$ cat config.mk
export PLATFORM = sky130hd
export DESIGN_NAME = flash_mode_protect_host
export DESIGN_NICKNAME = d
export VERILOG_FILES = /design/src/shared/flash_host_pkg.sv /design/src/shared/bus_cycle_if.sv /design/src/hw/flash_pin_engine.sv /design/src/hw/flash_mode_protect_host.sv
export SDC_FILE = /design/constraint.sdc
export NUM_CORES = 1
export LEC_CHECK = 0
export ABC_AREA = 1
export BUFFER_PORTS_ARGS = -buffer_cell sky130_fd_sc_hd__buf_2
export CORE_MARGIN = 2
export CORE_UTILIZATION = 50
export DETAILED_ROUTE_END_ITERATION = 7
export GPL_ROUTABILITY_DRIVEN = 0
export PLACE_DENSITY_LB_ADDON = 0.12
export SETUP_SLACK_MARGIN = 0.05
export SLEW_MARGIN = 20
export SYNTH_ARGS = -nofsm -noshare
export SYNTH_HDL_FRONTEND = slang
export SYNTH_SLANG_ARGS = --single-unit
$ cat constraint.sdc
create_clock -name clk_i -period 5 [get_ports clk_i]
set_input_delay 0.25 -clock clk_i [delete_from_list [all_inputs] [get_ports clk_i]]
set_output_delay 0.25 -clock clk_i [all_outputs]
set_load 0.01 [all_outputs]
$ cat src/shared/flash_host_pkg.sv
// constants and types shared by the flash mode/protection host controller
// assumes a 10 MHz system clock and a parallel flash with word addressing
package flash_host_pkg;

    // --------------------------------------------------------------
    // widths and clock
    // --------------------------------------------------------------
    localparam int ADDR_W        = 19;
    localparam int DATA_W        = 16;
    localparam int CLK_PERIOD_NS = 100;
    localparam int SYNC_STAGES   = 2;

    // --------------------------------------------------------------
    // timing, in printed units, and derived cycle counts
    // --------------------------------------------------------------
    localparam int T_ACCESS_NS   = 150;
    localparam int T_WRPULSE_NS  = 100;
    localparam int T_GLITCH_NS   = 5;
    localparam int ACC_CYC       = (T_ACCESS_NS + CLK_PERIOD_NS - 1)
                                   / CLK_PERIOD_NS;
    localparam int WP_RAW        = (T_WRPULSE_NS + CLK_PERIOD_NS - 1)
                                   / CLK_PERIOD_NS;
    localparam int GL_RAW        = T_GLITCH_NS / CLK_PERIOD_NS + 1;
    // a strobe must outlast the glitch filter as well as the pulse spec
    localparam int WP_CYC        = (WP_RAW > GL_RAW) ? WP_RAW : GL_RAW;
    localparam int RD_CYC        = ACC_CYC + SYNC_STAGES;
    localparam int CNT_W         = 4;

    // --------------------------------------------------------------
    // command values and addresses
    // --------------------------------------------------------------
    localparam logic [7:0]        CMD_UNLOCK1   = 8'haa;
    localparam logic [7:0]        CMD_UNLOCK2   = 8'h55;
    localparam logic [7:0]        CMD_IDENT     = 8'h90;
    localparam logic [7:0]        CMD_RESET     = 8'hf0;
    localparam logic [ADDR_W-1:0] ADR_UNLOCK1   = 19'h00555;
    localparam logic [ADDR_W-1:0] ADR_UNLOCK2   = 19'h002aa;
    localparam logic [ADDR_W-1:0] ADR_PROT_OFS  = 19'h00002;
    localparam logic [ADDR_W-1:0] ADR_SECT_MASK = 19'h7f000;
    localparam int                SECT_LSB      = 12;
    localparam int                SECT_STEPS_W  = 7;
    localparam int                TIMEOUT_BIT   = 5;
    localparam logic [7:0]        PROT_NONE     = 8'h00;

    // --------------------------------------------------------------
    // user operations
    // --------------------------------------------------------------
    typedef enum logic [3:0] {
        OP_READ       = 4'h0,
        OP_WRITE      = 4'h1,
        OP_RESET      = 4'h2,
        OP_ID_CMD     = 4'h3,
        OP_ID_HV      = 4'h4,
        OP_PROT_CHECK = 4'h5,
        OP_POLL       = 4'h6,
        OP_TEMP_UNPROT= 4'h7,
        OP_UNPROT_PREP= 4'h8
    } op_type;

    typedef struct packed {
        logic              act;
        logic              we;
        logic [ADDR_W-1:0] addr;
        logic [7:0]        data;
        logic              last;
    } step_type;

endpackage : flash_host_pkg

$ cat src/shared/bus_cycle_if.sv
// carries one flash bus cycle request between sequencer and pin engine
// assumes both ends run on the same clock
`timescale 1ns/10ps
interface bus_cycle_if;
    import flash_host_pkg::*;
    logic              req;
    logic              we;
    logic [ADDR_W-1:0] addr;
    logic [DATA_W-1:0] wdata;
    logic              done;
    logic [DATA_W-1:0] rdata;

    modport seq (output req, output we, output addr, output wdata,
                 input done, input rdata);
    modport eng (input req, input we, input addr, input wdata,
                 output done, output rdata);
endinterface : bus_cycle_if

$ cat src/hw/flash_pin_engine.sv
// drives one read or write cycle on the flash control, address, data pins
// assumes the pin inputs are asynchronous and the clock is 10 MHz
`timescale 1ns/10ps
module flash_pin_engine
    import flash_host_pkg::*;
(
    input  wire logic              clk_i,
    input  wire logic              resetn_i,
    bus_cycle_if.eng               bus,
    input  wire logic [DATA_W-1:0] dq_i,
    output logic      [DATA_W-1:0] dq_o,
    output logic                   dq_oe_o,
    output logic      [ADDR_W-1:0] addr_o,
    output logic                   ce_n_o,
    output logic                   oe_n_o,
    output logic                   we_n_o
);

    // --------------------------------------------------------------
    // state
    // --------------------------------------------------------------
    typedef enum logic [2:0] {
        E_IDLE   = 3'b000,
        E_SETUP  = 3'b001,
        E_STROBE = 3'b011,
        E_END    = 3'b010
    } eng_state_type;

    eng_state_type     state_ff;
    logic [CNT_W-1:0]  cnt_ff;
    logic              we_ff;
    logic [DATA_W-1:0] sync1_ff;
    logic [DATA_W-1:0] sync2_ff;
    logic [DATA_W-1:0] rdata_ff;
    logic              done_ff;

    wire logic [CNT_W-1:0] strobe_len = we_ff ? CNT_W'(WP_CYC)
                                              : CNT_W'(RD_CYC);
    wire logic             strobe_end = (cnt_ff == strobe_len - 1'b1);

    assign bus.done  = done_ff;
    assign bus.rdata = rdata_ff;

    // --------------------------------------------------------------
    // data pin synchroniser
    // --------------------------------------------------------------
    always_ff @(posedge clk_i or negedge resetn_i) begin
        if (!resetn_i) begin
            sync1_ff <= '0;
            sync2_ff <= '0;
        end else begin
            sync1_ff <= dq_i;
            sync2_ff <= sync1_ff;
        end
    end

    // --------------------------------------------------------------
    // cycle sequencing
    // --------------------------------------------------------------
    // strobes idle high from reset so no write is seen at power-up
    always_ff @(posedge clk_i or negedge resetn_i) begin
        if (!resetn_i) begin
            state_ff <= E_IDLE;
            cnt_ff   <= '0;
            we_ff    <= 1'b0;
            done_ff  <= 1'b0;
            rdata_ff <= '0;
            addr_o   <= '0;
            dq_o     <= '0;
            dq_oe_o  <= 1'b0;
            ce_n_o   <= 1'b1;
            oe_n_o   <= 1'b1;
            we_n_o   <= 1'b1;
        end else begin
            done_ff <= 1'b0;
            case (state_ff)
                E_IDLE: begin
                    if (bus.req) begin
                        // address settles before the later falling edge
                        addr_o   <= bus.addr;
                        dq_o     <= bus.wdata;
                        dq_oe_o  <= bus.we;
                        we_ff    <= bus.we;
                        state_ff <= E_SETUP;
                    end
                end
                E_SETUP: begin
                    cnt_ff   <= '0;
                    ce_n_o   <= 1'b0;
                    // write only with ce and we low and oe high
                    we_n_o   <= !we_ff;
                    oe_n_o   <= we_ff;
                    state_ff <= E_STROBE;
                end
                E_STROBE: begin
                    cnt_ff <= cnt_ff + 1'b1;
                    if (strobe_end) begin
                        if (!we_ff) begin
                            rdata_ff <= sync2_ff;
                        end
                        ce_n_o   <= 1'b1;
                        we_n_o   <= 1'b1;
                        oe_n_o   <= 1'b1;
                        state_ff <= E_END;
                    end
                end
                E_END: begin
                    // data held past the earlier rising edge
                    dq_oe_o  <= 1'b0;
                    done_ff  <= 1'b1;
                    state_ff <= E_IDLE;
                end
                default: begin
                    state_ff <= E_IDLE;
                end
            endcase
        end
    end

endmodule : flash_pin_engine

$ cat src/hw/flash_mode_protect_host.sv
// host controller for identifier readout and sector protection control
// assumes a 10 MHz clock and a flash wired to the pin ports below
//
// What this block does
// - ident by equipment holds high voltage on the id select line
// - protect check puts sector number high; 00h means unprotected
// - protect/unprotect needs high voltage on the clear pin, bus writes
// - protect all unprotected sectors before the first unprotect write; the block withholds unprot_permit_o until a survey finds no sector reading 00h
// - a write needs chip select and write strobe low, output enable high
// - write reset after timeout error bit high or ident readout
`timescale 1ns/10ps
module flash_mode_protect_host
    import flash_host_pkg::*;
#(
    parameter int SECT_STEPS = 128
)(
    input  wire logic              clk_i,
    input  wire logic              resetn_i,
    // user command port
    input  wire logic              cmd_valid_i,
    output logic                   cmd_ready_o,
    input  wire logic [3:0]        cmd_op_i,
    input  wire logic [ADDR_W-1:0] cmd_addr_i,
    input  wire logic [DATA_W-1:0] cmd_data_i,
    output logic                   rsp_valid_o,
    output logic      [DATA_W-1:0] rsp_data_o,
    output logic                   rsp_err_o,
    output logic                   unprot_permit_o,
    input  wire logic              supply_lockout_level_i,
    // flash pins
    input  wire logic [DATA_W-1:0] dq_i,
    output logic      [DATA_W-1:0] dq_o,
    output logic                   dq_oe_o,
    output logic      [ADDR_W-1:0] addr_o,
    output logic                   ce_n_o,
    output logic                   oe_n_o,
    output logic                   we_n_o,
    output logic                   id_select_hv_o,
    output logic                   clear_pin_hv_o
);

    // --------------------------------------------------------------
    // sequencer state
    // --------------------------------------------------------------
    typedef enum logic [1:0] {
        S_IDLE  = 2'b00,
        S_ISSUE = 2'b01,
        S_WAIT  = 2'b11,
        S_DONE  = 2'b10
    } seq_state_type;

    seq_state_type          state_ff;
    op_type                 op_ff;
    logic [ADDR_W-1:0]      addr_ff;
    logic [DATA_W-1:0]      data_ff;
    logic [2:0]             step_ff;
    logic [SECT_STEPS_W-1:0] sect_ff;
    logic                   err_ff;
    logic                   lock1_ff;
    logic                   lock2_ff;
    logic                   req_ff;
    logic                   hv_id_ff;
    logic                   hv_clr_ff;
    logic                   permit_ff;
    logic                   rsp_valid_ff;
    logic [DATA_W-1:0]      rsp_data_ff;
    logic                   tmo_reset_ff;

    bus_cycle_if bus ();

    flash_pin_engine u_engine (
        .clk_i    (clk_i),
        .resetn_i (resetn_i),
        .bus      (bus),
        .dq_i     (dq_i),
        .dq_o     (dq_o),
        .dq_oe_o  (dq_oe_o),
        .addr_o   (addr_o),
        .ce_n_o   (ce_n_o),
        .oe_n_o   (oe_n_o),
        .we_n_o   (we_n_o)
    );

    // --------------------------------------------------------------
    // sequence table
    // --------------------------------------------------------------
    function automatic step_type mk(input logic we,
                                    input logic [ADDR_W-1:0] a,
                                    input logic [7:0] d,
                                    input logic last);
        step_type s;
        s.act  = 1'b1;
        s.we   = we;
        s.addr = a;
        s.data = d;
        s.last = last;
        return s;
    endfunction : mk

    function automatic step_type seq_step(input op_type op,
                                          input logic [2:0] n,
                                          input logic [ADDR_W-1:0] a,
                                          input logic [7:0] d,
                                          input logic tmo);
        step_type s;
        s = '0;
        case (op)
            OP_READ:  s = mk(1'b0, a, 8'h00, 1'b1);
            OP_WRITE: s = mk(1'b1, a, d, 1'b1);
            // address is a don't-care for reset, so none is decoded
            OP_RESET: s = mk(1'b1, '0, CMD_RESET, 1'b1);
            OP_POLL: begin
                if (n == 3'd0) begin
                    s = mk(1'b0, a, 8'h00, 1'b0);
                end else begin
                    // timeout error bit seen: back to array read
                    s = mk(1'b1, '0, CMD_RESET, 1'b1);
                    s.act = tmo;
                end
            end
            OP_ID_CMD, OP_PROT_CHECK: begin
                case (n)
                    3'd0: s = mk(1'b1, ADR_UNLOCK1, CMD_UNLOCK1, 1'b0);
                    3'd1: s = mk(1'b1, ADR_UNLOCK2, CMD_UNLOCK2, 1'b0);
                    3'd2: s = mk(1'b1, ADR_UNLOCK1, CMD_IDENT, 1'b0);
                    3'd3: s = mk(1'b0, (op == OP_PROT_CHECK) ?
                                 ((a & ADR_SECT_MASK) | ADR_PROT_OFS) : a,
                                 8'h00, 1'b0);
                    default: s = mk(1'b1, '0, CMD_RESET, 1'b1);
                endcase
            end
            OP_ID_HV: s = mk(1'b0, a, 8'h00, 1'b1);
            default: s = '0;
        endcase
        return s;
    endfunction : seq_step

    wire step_type cur = seq_step(op_ff, step_ff, addr_ff,
                                  data_ff[7:0], tmo_reset_ff);

    // sector walk address for the pre-unprotect protection survey
    wire logic [ADDR_W-1:0] sect_addr =
        (ADDR_W'(sect_ff) << SECT_LSB) | ADR_PROT_OFS;
    wire logic sect_last = (sect_ff == SECT_STEPS_W'(SECT_STEPS - 1));
    wire logic is_write_op = (cmd_op_i == OP_WRITE) ||
                             (cmd_op_i == OP_RESET) ||
                             (cmd_op_i == OP_ID_CMD) ||
                             (cmd_op_i == OP_PROT_CHECK) ||
                             (cmd_op_i == OP_POLL);
    wire logic is_walk = (op_ff == OP_UNPROT_PREP);
    wire logic rd_tmo  = bus.rdata[TIMEOUT_BIT];

    assign cmd_ready_o     = (state_ff == S_IDLE);
    assign rsp_valid_o     = rsp_valid_ff;
    assign rsp_data_o      = rsp_data_ff;
    assign rsp_err_o       = err_ff;
    assign unprot_permit_o = permit_ff;
    assign id_select_hv_o  = hv_id_ff;
    assign clear_pin_hv_o  = hv_clr_ff;
    assign bus.req         = req_ff;
    assign bus.we          = is_walk ? 1'b0 : cur.we;
    assign bus.addr        = is_walk ? sect_addr : cur.addr;
    assign bus.wdata       = DATA_W'(cur.data);

    // --------------------------------------------------------------
    // lockout flag synchroniser
    // --------------------------------------------------------------
    always_ff @(posedge clk_i or negedge resetn_i) begin
        if (!resetn_i) begin
            lock1_ff <= 1'b1;
            lock2_ff <= 1'b1;
        end else begin
            lock1_ff <= supply_lockout_level_i;
            lock2_ff <= lock1_ff;
        end
    end

    // --------------------------------------------------------------
    // sequencer
    // --------------------------------------------------------------
    always_ff @(posedge clk_i or negedge resetn_i) begin
        if (!resetn_i) begin
            state_ff     <= S_IDLE;
            op_ff        <= OP_READ;
            addr_ff      <= '0;
            data_ff      <= '0;
            step_ff      <= '0;
            sect_ff      <= '0;
            err_ff       <= 1'b0;
            req_ff       <= 1'b0;
            hv_id_ff     <= 1'b0;
            hv_clr_ff    <= 1'b0;
            permit_ff    <= 1'b0;
            rsp_valid_ff <= 1'b0;
            rsp_data_ff  <= '0;
            tmo_reset_ff <= 1'b0;
        end else begin
            rsp_valid_ff <= 1'b0;
            req_ff       <= 1'b0;
            case (state_ff)
                S_IDLE: begin
                    if (cmd_valid_i) begin
                        op_ff        <= op_type'(cmd_op_i);
                        addr_ff      <= cmd_addr_i;
                        data_ff      <= cmd_data_i;
                        step_ff      <= '0;
                        sect_ff      <= '0;
                        err_ff       <= 1'b0;
                        tmo_reset_ff <= 1'b0;
                        state_ff     <= S_ISSUE;
                        if (is_write_op && lock2_ff) begin
                            // no write cycles while supply is low
                            err_ff   <= 1'b1;
                            state_ff <= S_DONE;
                        end else if (cmd_op_i == OP_TEMP_UNPROT) begin
                            hv_clr_ff <= cmd_data_i[0];
                            state_ff  <= S_DONE;
                        end else if (cmd_op_i == OP_ID_HV ||
                                     cmd_op_i == OP_UNPROT_PREP) begin
                            hv_id_ff  <= 1'b1;
                            permit_ff <= 1'b0;
                        end
                    end
                end
                S_ISSUE: begin
                    if (cur.act || is_walk) begin
                        req_ff   <= 1'b1;
                        state_ff <= S_WAIT;
                    end else begin
                        state_ff <= S_DONE;
                    end
                end
                S_WAIT: begin
                    if (bus.done) begin
                        state_ff <= S_ISSUE;
                        if (is_walk) begin
                            // an unprotected sector blocks unprotect
                            if (bus.rdata[7:0] == PROT_NONE) begin
                                err_ff <= 1'b1;
                            end
                            sect_ff <= sect_ff + 1'b1;
                            if (sect_last) begin
                                state_ff <= S_DONE;
                            end
                        end else begin
                            if (!cur.we) begin
                                rsp_data_ff  <= bus.rdata;
                                tmo_reset_ff <= rd_tmo;
                            end
                            step_ff <= step_ff + 1'b1;
                            if (cur.last) begin
                                state_ff <= S_DONE;
                            end
                        end
                    end
                end
                S_DONE: begin
                    hv_id_ff     <= 1'b0;
                    rsp_valid_ff <= 1'b1;
                    if (is_walk) begin
                        permit_ff <= !err_ff;
                    end
                    state_ff <= S_IDLE;
                end
                default: begin
                    state_ff <= S_IDLE;
                end
            endcase
        end
    end

endmodule : flash_mode_protect_host

==> impl_metrics.prom <==
# TYPE chip_impl_metric gauge
chip_impl_info{name="outcome",value="complete, no violations"} 1
chip_impl_info{name="r2r_start",value="step_ff[1]"} 1
chip_impl_metric{name="max_stage_delay",unit="ns"} 0.43
chip_impl_metric{name="syn_area",unit="µm²"} 6400
chip_impl_metric{name="initial_antenna_violation_count",unit=""} 0
chip_impl_metric{name="slew_headroom",unit=""} 0.271
chip_impl_metric{name="yosys_register_bits",unit=""} 155
chip_impl_metric{name="synthesis.area_per_instance",unit="µm²"} 9.11
chip_impl_metric{name="wl_met2",unit="µm"} 6730
chip_impl_metric{name="yosysWarningCount",unit=""} 0
chip_impl_metric{name="post-place-ws",unit="ns"} 2.82
chip_impl_metric{name="first_global_vias",unit=""} 4781
chip_impl_info{name="critPathKind",value="flip-flop to flip-flop"} 1
chip_impl_metric{name="cp_data_arrival_time",unit="ns"} 2.54
chip_impl_metric{name="wl",unit="µm"} 13600
chip_impl_metric{name="clock_period_minus_final_worst_setup_slack",unit="ns"} 2.20
chip_impl_metric{name="slew_violations",unit=""} 0
chip_impl_metric{name="hpwl_dp",unit="µm"} 9170
chip_impl_metric{name="max_freq",unit="MHz"} 454
chip_impl_metric{name="synth_async_sr_flop_share",unit=""} 1.00
chip_impl_info{name="critical_path.endpoint_type",value="flip-flop"} 1
chip_impl_metric{name="post_route_cells_drive_above_1_share",unit=""} 0.203
chip_impl_metric{name="via_per_inst",unit=""} 4.95
chip_impl_metric{name="clk_pin_slew_worst_paths",unit="ns"} 0.06
chip_impl_metric{name="final_core_density",unit=""} 0.621
chip_impl_metric{name="power.share.combinational",unit=""} 0.023
chip_impl_info{name="endpoint_of_the_worst_slack_reg_to_reg_timing_path",value="tmo_reset_ff"} 1
chip_impl_metric{name="number_of_cells_on_the_worst_reg_to_reg_path",unit=""} 10
chip_impl_metric{name="sw_pwr",unit="µW"} 563
chip_impl_metric{name="die_w",unit="µm"} 117
chip_impl_metric{name="ys_types",unit=""} 38
chip_impl_info{name="startpoint_type",value="flip-flop"} 1
chip_impl_metric{name="initial_core_util",unit=""} 0.509
chip_impl_metric{name="antenna_left",unit=""} 0
chip_impl_info{name="highest_layer",value="met4"} 1
chip_impl_metric{name="met3RoutedLength",unit="µm"} 675
chip_impl_info{name="synthFlopType",value="dfrtp_1"} 1
chip_impl_metric{name="gr-usage-all-layers",unit=""} 0.215
chip_impl_metric{name="hold_viol_final",unit=""} 0
chip_impl_metric{name="port-buffer-count",unit=""} 103
chip_impl_metric{name="firstDrtPassIters",unit=""} 4
chip_impl_info{name="timing.critical_path.cells",value="inv_1, ha_1, nand2_1, nand3_1, nand2_2, inv_1, nand3_4, nor2_4, nand2_1, o21ai_0"} 1
chip_impl_metric{name="cts.path.max_buffers",unit=""} 2
chip_impl_metric{name="core_area",unit="µm²"} 12600
chip_impl_metric{name="final_area",unit="µm²"} 7810
chip_impl_info{name="grt_setup_unrepaired",value="no"} 1
chip_impl_metric{name="clkPwrFrac",unit=""} 0.494
chip_impl_info{name="worstSetupStartpoint",value="step_ff[1]"} 1
chip_impl_metric{name="global_route_wire_length_before_repair",unit="µm"} 22600
chip_impl_metric{name="flow.area_growth_from_synthesis",unit="%"} 22.0
chip_impl_info{name="cts.root.buffer_cell",value="clkbuf_16"} 1
chip_impl_metric{name="gr-total-overflow",unit=""} 0
chip_impl_metric{name="power.density",unit="nW/µm²"} 338
chip_impl_metric{name="htree_num_levels",unit=""} 4
chip_impl_metric{name="drtIter0Drc",unit=""} 339
chip_impl_metric{name="edff_count_synth",unit=""} 0
chip_impl_metric{name="fin_ws",unit="ns"} 2.80
chip_impl_metric{name="via_count",unit=""} 4995
chip_impl_metric{name="fp.dieH",unit="µm"} 117
chip_impl_metric{name="seqPwrFrac",unit=""} 0.483
chip_impl_info{name="holdCritPathClass",value="primary input to flip-flop"} 1
chip_impl_metric{name="post_drt_wl_per_cell",unit="µm"} 13.5
chip_impl_metric{name="post-cts-setup-buffers",unit=""} 0
chip_impl_metric{name="design.final.nets",unit=""} 890
chip_impl_metric{name="clock_skew",unit="ns"} 0.00843
chip_impl_metric{name="power_switching_share",unit=""} 0.214
chip_impl_metric{name="clock_latency_of_the_later_clocked_register_in_the_worst_skew_pair",unit="ns"} 0.43
chip_impl_metric{name="worst_supply_voltage_drop_on_vdd",unit="V"} 0.000245
chip_impl_info{name="clock_tree_from_tritoncts",value="done"} 1
chip_impl_metric{name="route.detailed.drc",unit=""} 0
chip_impl_metric{name="num_rows",unit=""} 41
chip_impl_metric{name="cap_violations",unit=""} 0
chip_impl_info{name="critical_path.endpoint",value="tmo_reset_ff"} 1
chip_impl_metric{name="internal_power",unit="mW"} 2.07
chip_impl_metric{name="timing.critical_path.required",unit="ns"} 5.34
chip_impl_metric{name="cts-resized-gates",unit=""} 0
chip_impl_metric{name="ioPinCount",unit=""} 120
chip_impl_metric{name="setup_violations",unit=""} 0
chip_impl_metric{name="postSynthCellCount",unit=""} 702
chip_impl_metric{name="tightest_slew",unit="ns"} 1.09
chip_impl_metric{name="post-route-period-util",unit=""} 0.440
chip_impl_metric{name="fin_tns_setup",unit="ns"} 0
chip_impl_metric{name="sinks_on_clock_net",unit=""} 155
chip_impl_metric{name="pin_count_of_the_biggest_net_entering_global_routing",unit=""} 99
chip_impl_metric{name="placed_standard_cell_area",unit="µm²"} 7020
chip_impl_metric{name="leakagePower",unit="nW"} 4.34
chip_impl_metric{name="worst-path-max-fanout",unit=""} 21
chip_impl_metric{name="proportion_of_synthesized_chip_area_in_sequential_cells",unit=""} 0.607
chip_impl_metric{name="worst-r2r-setup-slack",unit="ns"} 2.80
chip_impl_metric{name="place_inst",unit=""} 959
chip_impl_metric{name="die_area",unit="µm²"} 13700
chip_impl_info{name="critPathSlowestCell",value="nor2_4"} 1
chip_impl_metric{name="met1_length",unit="µm"} 5990
chip_impl_metric{name="cts_inserted_buffers",unit=""} 17
chip_impl_metric{name="antenna_cells",unit=""} 0
chip_impl_metric{name="stdcell_count",unit=""} 1009
## cells in the mapped netlist (3+ instances only)
master    count  share of area
nor4_1        3         0.0029
dfstp_2       5          0.021
a22oi_1       6         0.0070
buf_4        11          0.013
or2_2         3         0.0029
nor3_1        4         0.0031
nand2_1     240           0.14
nand3_1      36          0.028
a21oi_1      27          0.021
nor2_1       41          0.024
o21ai_0      48          0.038
inv_1        55          0.032
nand2_2       7         0.0068
buf_2        10         0.0078
nand4_1       3         0.0029
clkbuf_1      7         0.0041
ha_1          7          0.014
inv_2         5         0.0029
o21ai_1       7         0.0055
o21ai_2       3         0.0041
dfrtp_1     150           0.59
## cells in the final DEF, fill, tap and decap left out, types with 6 or more instances in the layout
| cell | instances |
|---|---|
| a21oi_1 | 27 |
| a22oi_1 | 6 |
| buf_2 | 102 |
| clkbuf_16 | 17 |
| conb_1 | 8 |
| dfrtp_1 | 150 |
| dlygate4sd3_1 | 18 |
| ha_1 | 7 |
| inv_1 | 55 |
| nand2_1 | 240 |
| nand2_2 | 7 |
| nand3_1 | 36 |
| nor2_1 | 41 |
| o21ai_0 | 48 |
| o21ai_1 | 7 |
## worst max-delay path, delay by kind of cell, from the launching register on
kind            cells  cell delay [ns]
fa+ha+maj           1             0.25
compound gates      1             0.10
buf+inv             2             0.28
simple gates        6             1.07
flops               1             0.41
## state kept, by name, indices dropped and copies added, names as in the netlist, 2 cells and up
name	cells
data_ff	8
sect_ff	7
u_engine.state_ff	2
step_ff	3
state_ff	2
rsp_data_o	16
u_engine.sync2_ff	16
u_engine.dq_o	8
u_engine.addr_o	19
addr_ff	19
u_engine.sync1_ff	16
op_ff	4
u_engine.cnt_ff	4
u_engine.bus.rdata	16
## repair_timing
action	4_1_cts	5_1_grt
hold endpoints to repair	109	0
hold buffers	18	0
endpoints found under the setup margin	0	0
## per-layer routing
layer / up-vias / GRT usage
li1: 2462 / -
met1: 2390 / 0.272
met2: 128 / 0.361
met3: 15 / 0.0577
met4: 0 / 0.0722
met5: - / 0
## logic make-up (layout without fill, tap and decap cells)
logic type / count (synthesis) / count (layout) / share of synthesized area
AOI/OAI and AO/OA: 102 / 102 / 0.0876
xor gates and xnor gates: 2 / 2 / 0.00274
other: 1 / 8 / 0.000586
DFF: 155 / 155 / 0.607
and+or+nand+nor: 346 / 346 / 0.226
buffers and inverters: 89 / 217 / 0.0618
adders and majority gates: 7 / 7 / 0.0137
## how the worst min path moves through the flow
stage                                from                     to  slack (ns)  depth (start not counted)
finish                     cmd_addr_i[11]            addr_ff[11]        0.01                          3
detailed placement  u_engine.sync1_ff[13]  u_engine.sync2_ff[13]        0.34                          0
global route               cmd_addr_i[14]            addr_ff[14]        0.01                          3
CTS                        cmd_addr_i[11]            addr_ff[11]       0.001                          3
floorplan                        resetn_i             addr_ff[0]       -0.05                          0
global placement     u_engine.sync1_ff[8]   u_engine.sync2_ff[8]        0.33                          0
## layout make-up
class | instances | area, µm²
inverters | 60 | 225
well taps | 172 | 215
clock buffers | 20 | 467
repair buffers | 125 | 732
flip-flops and latches | 155 | 3880
multi-input cells | 465 | 2140
clock inverters | 12 | 139
fillers | 1094 | 4760
## power by group through the flow
stage               Sequential (mW)  Combinational (mW)  Clock (mW)
floorplan                      1.30              0.0110           0
global placement               1.30              0.0520           0
detailed placement             1.30              0.0528           0
CTS                            1.27              0.0637        1.32
global route                   1.27              0.0716        1.37
finish                         1.27              0.0617        1.30
## through the flow
step	total power [mW]	hold WS (ns)
after CTS	2.66	0.00141
after global placement	1.35	0.333
after global routing	2.72	0.0148
final	2.64	0.0125
after floorplan	1.31	-0.0456
after detailed placement	1.35	0.336
(Power assumes the default switching activity.)
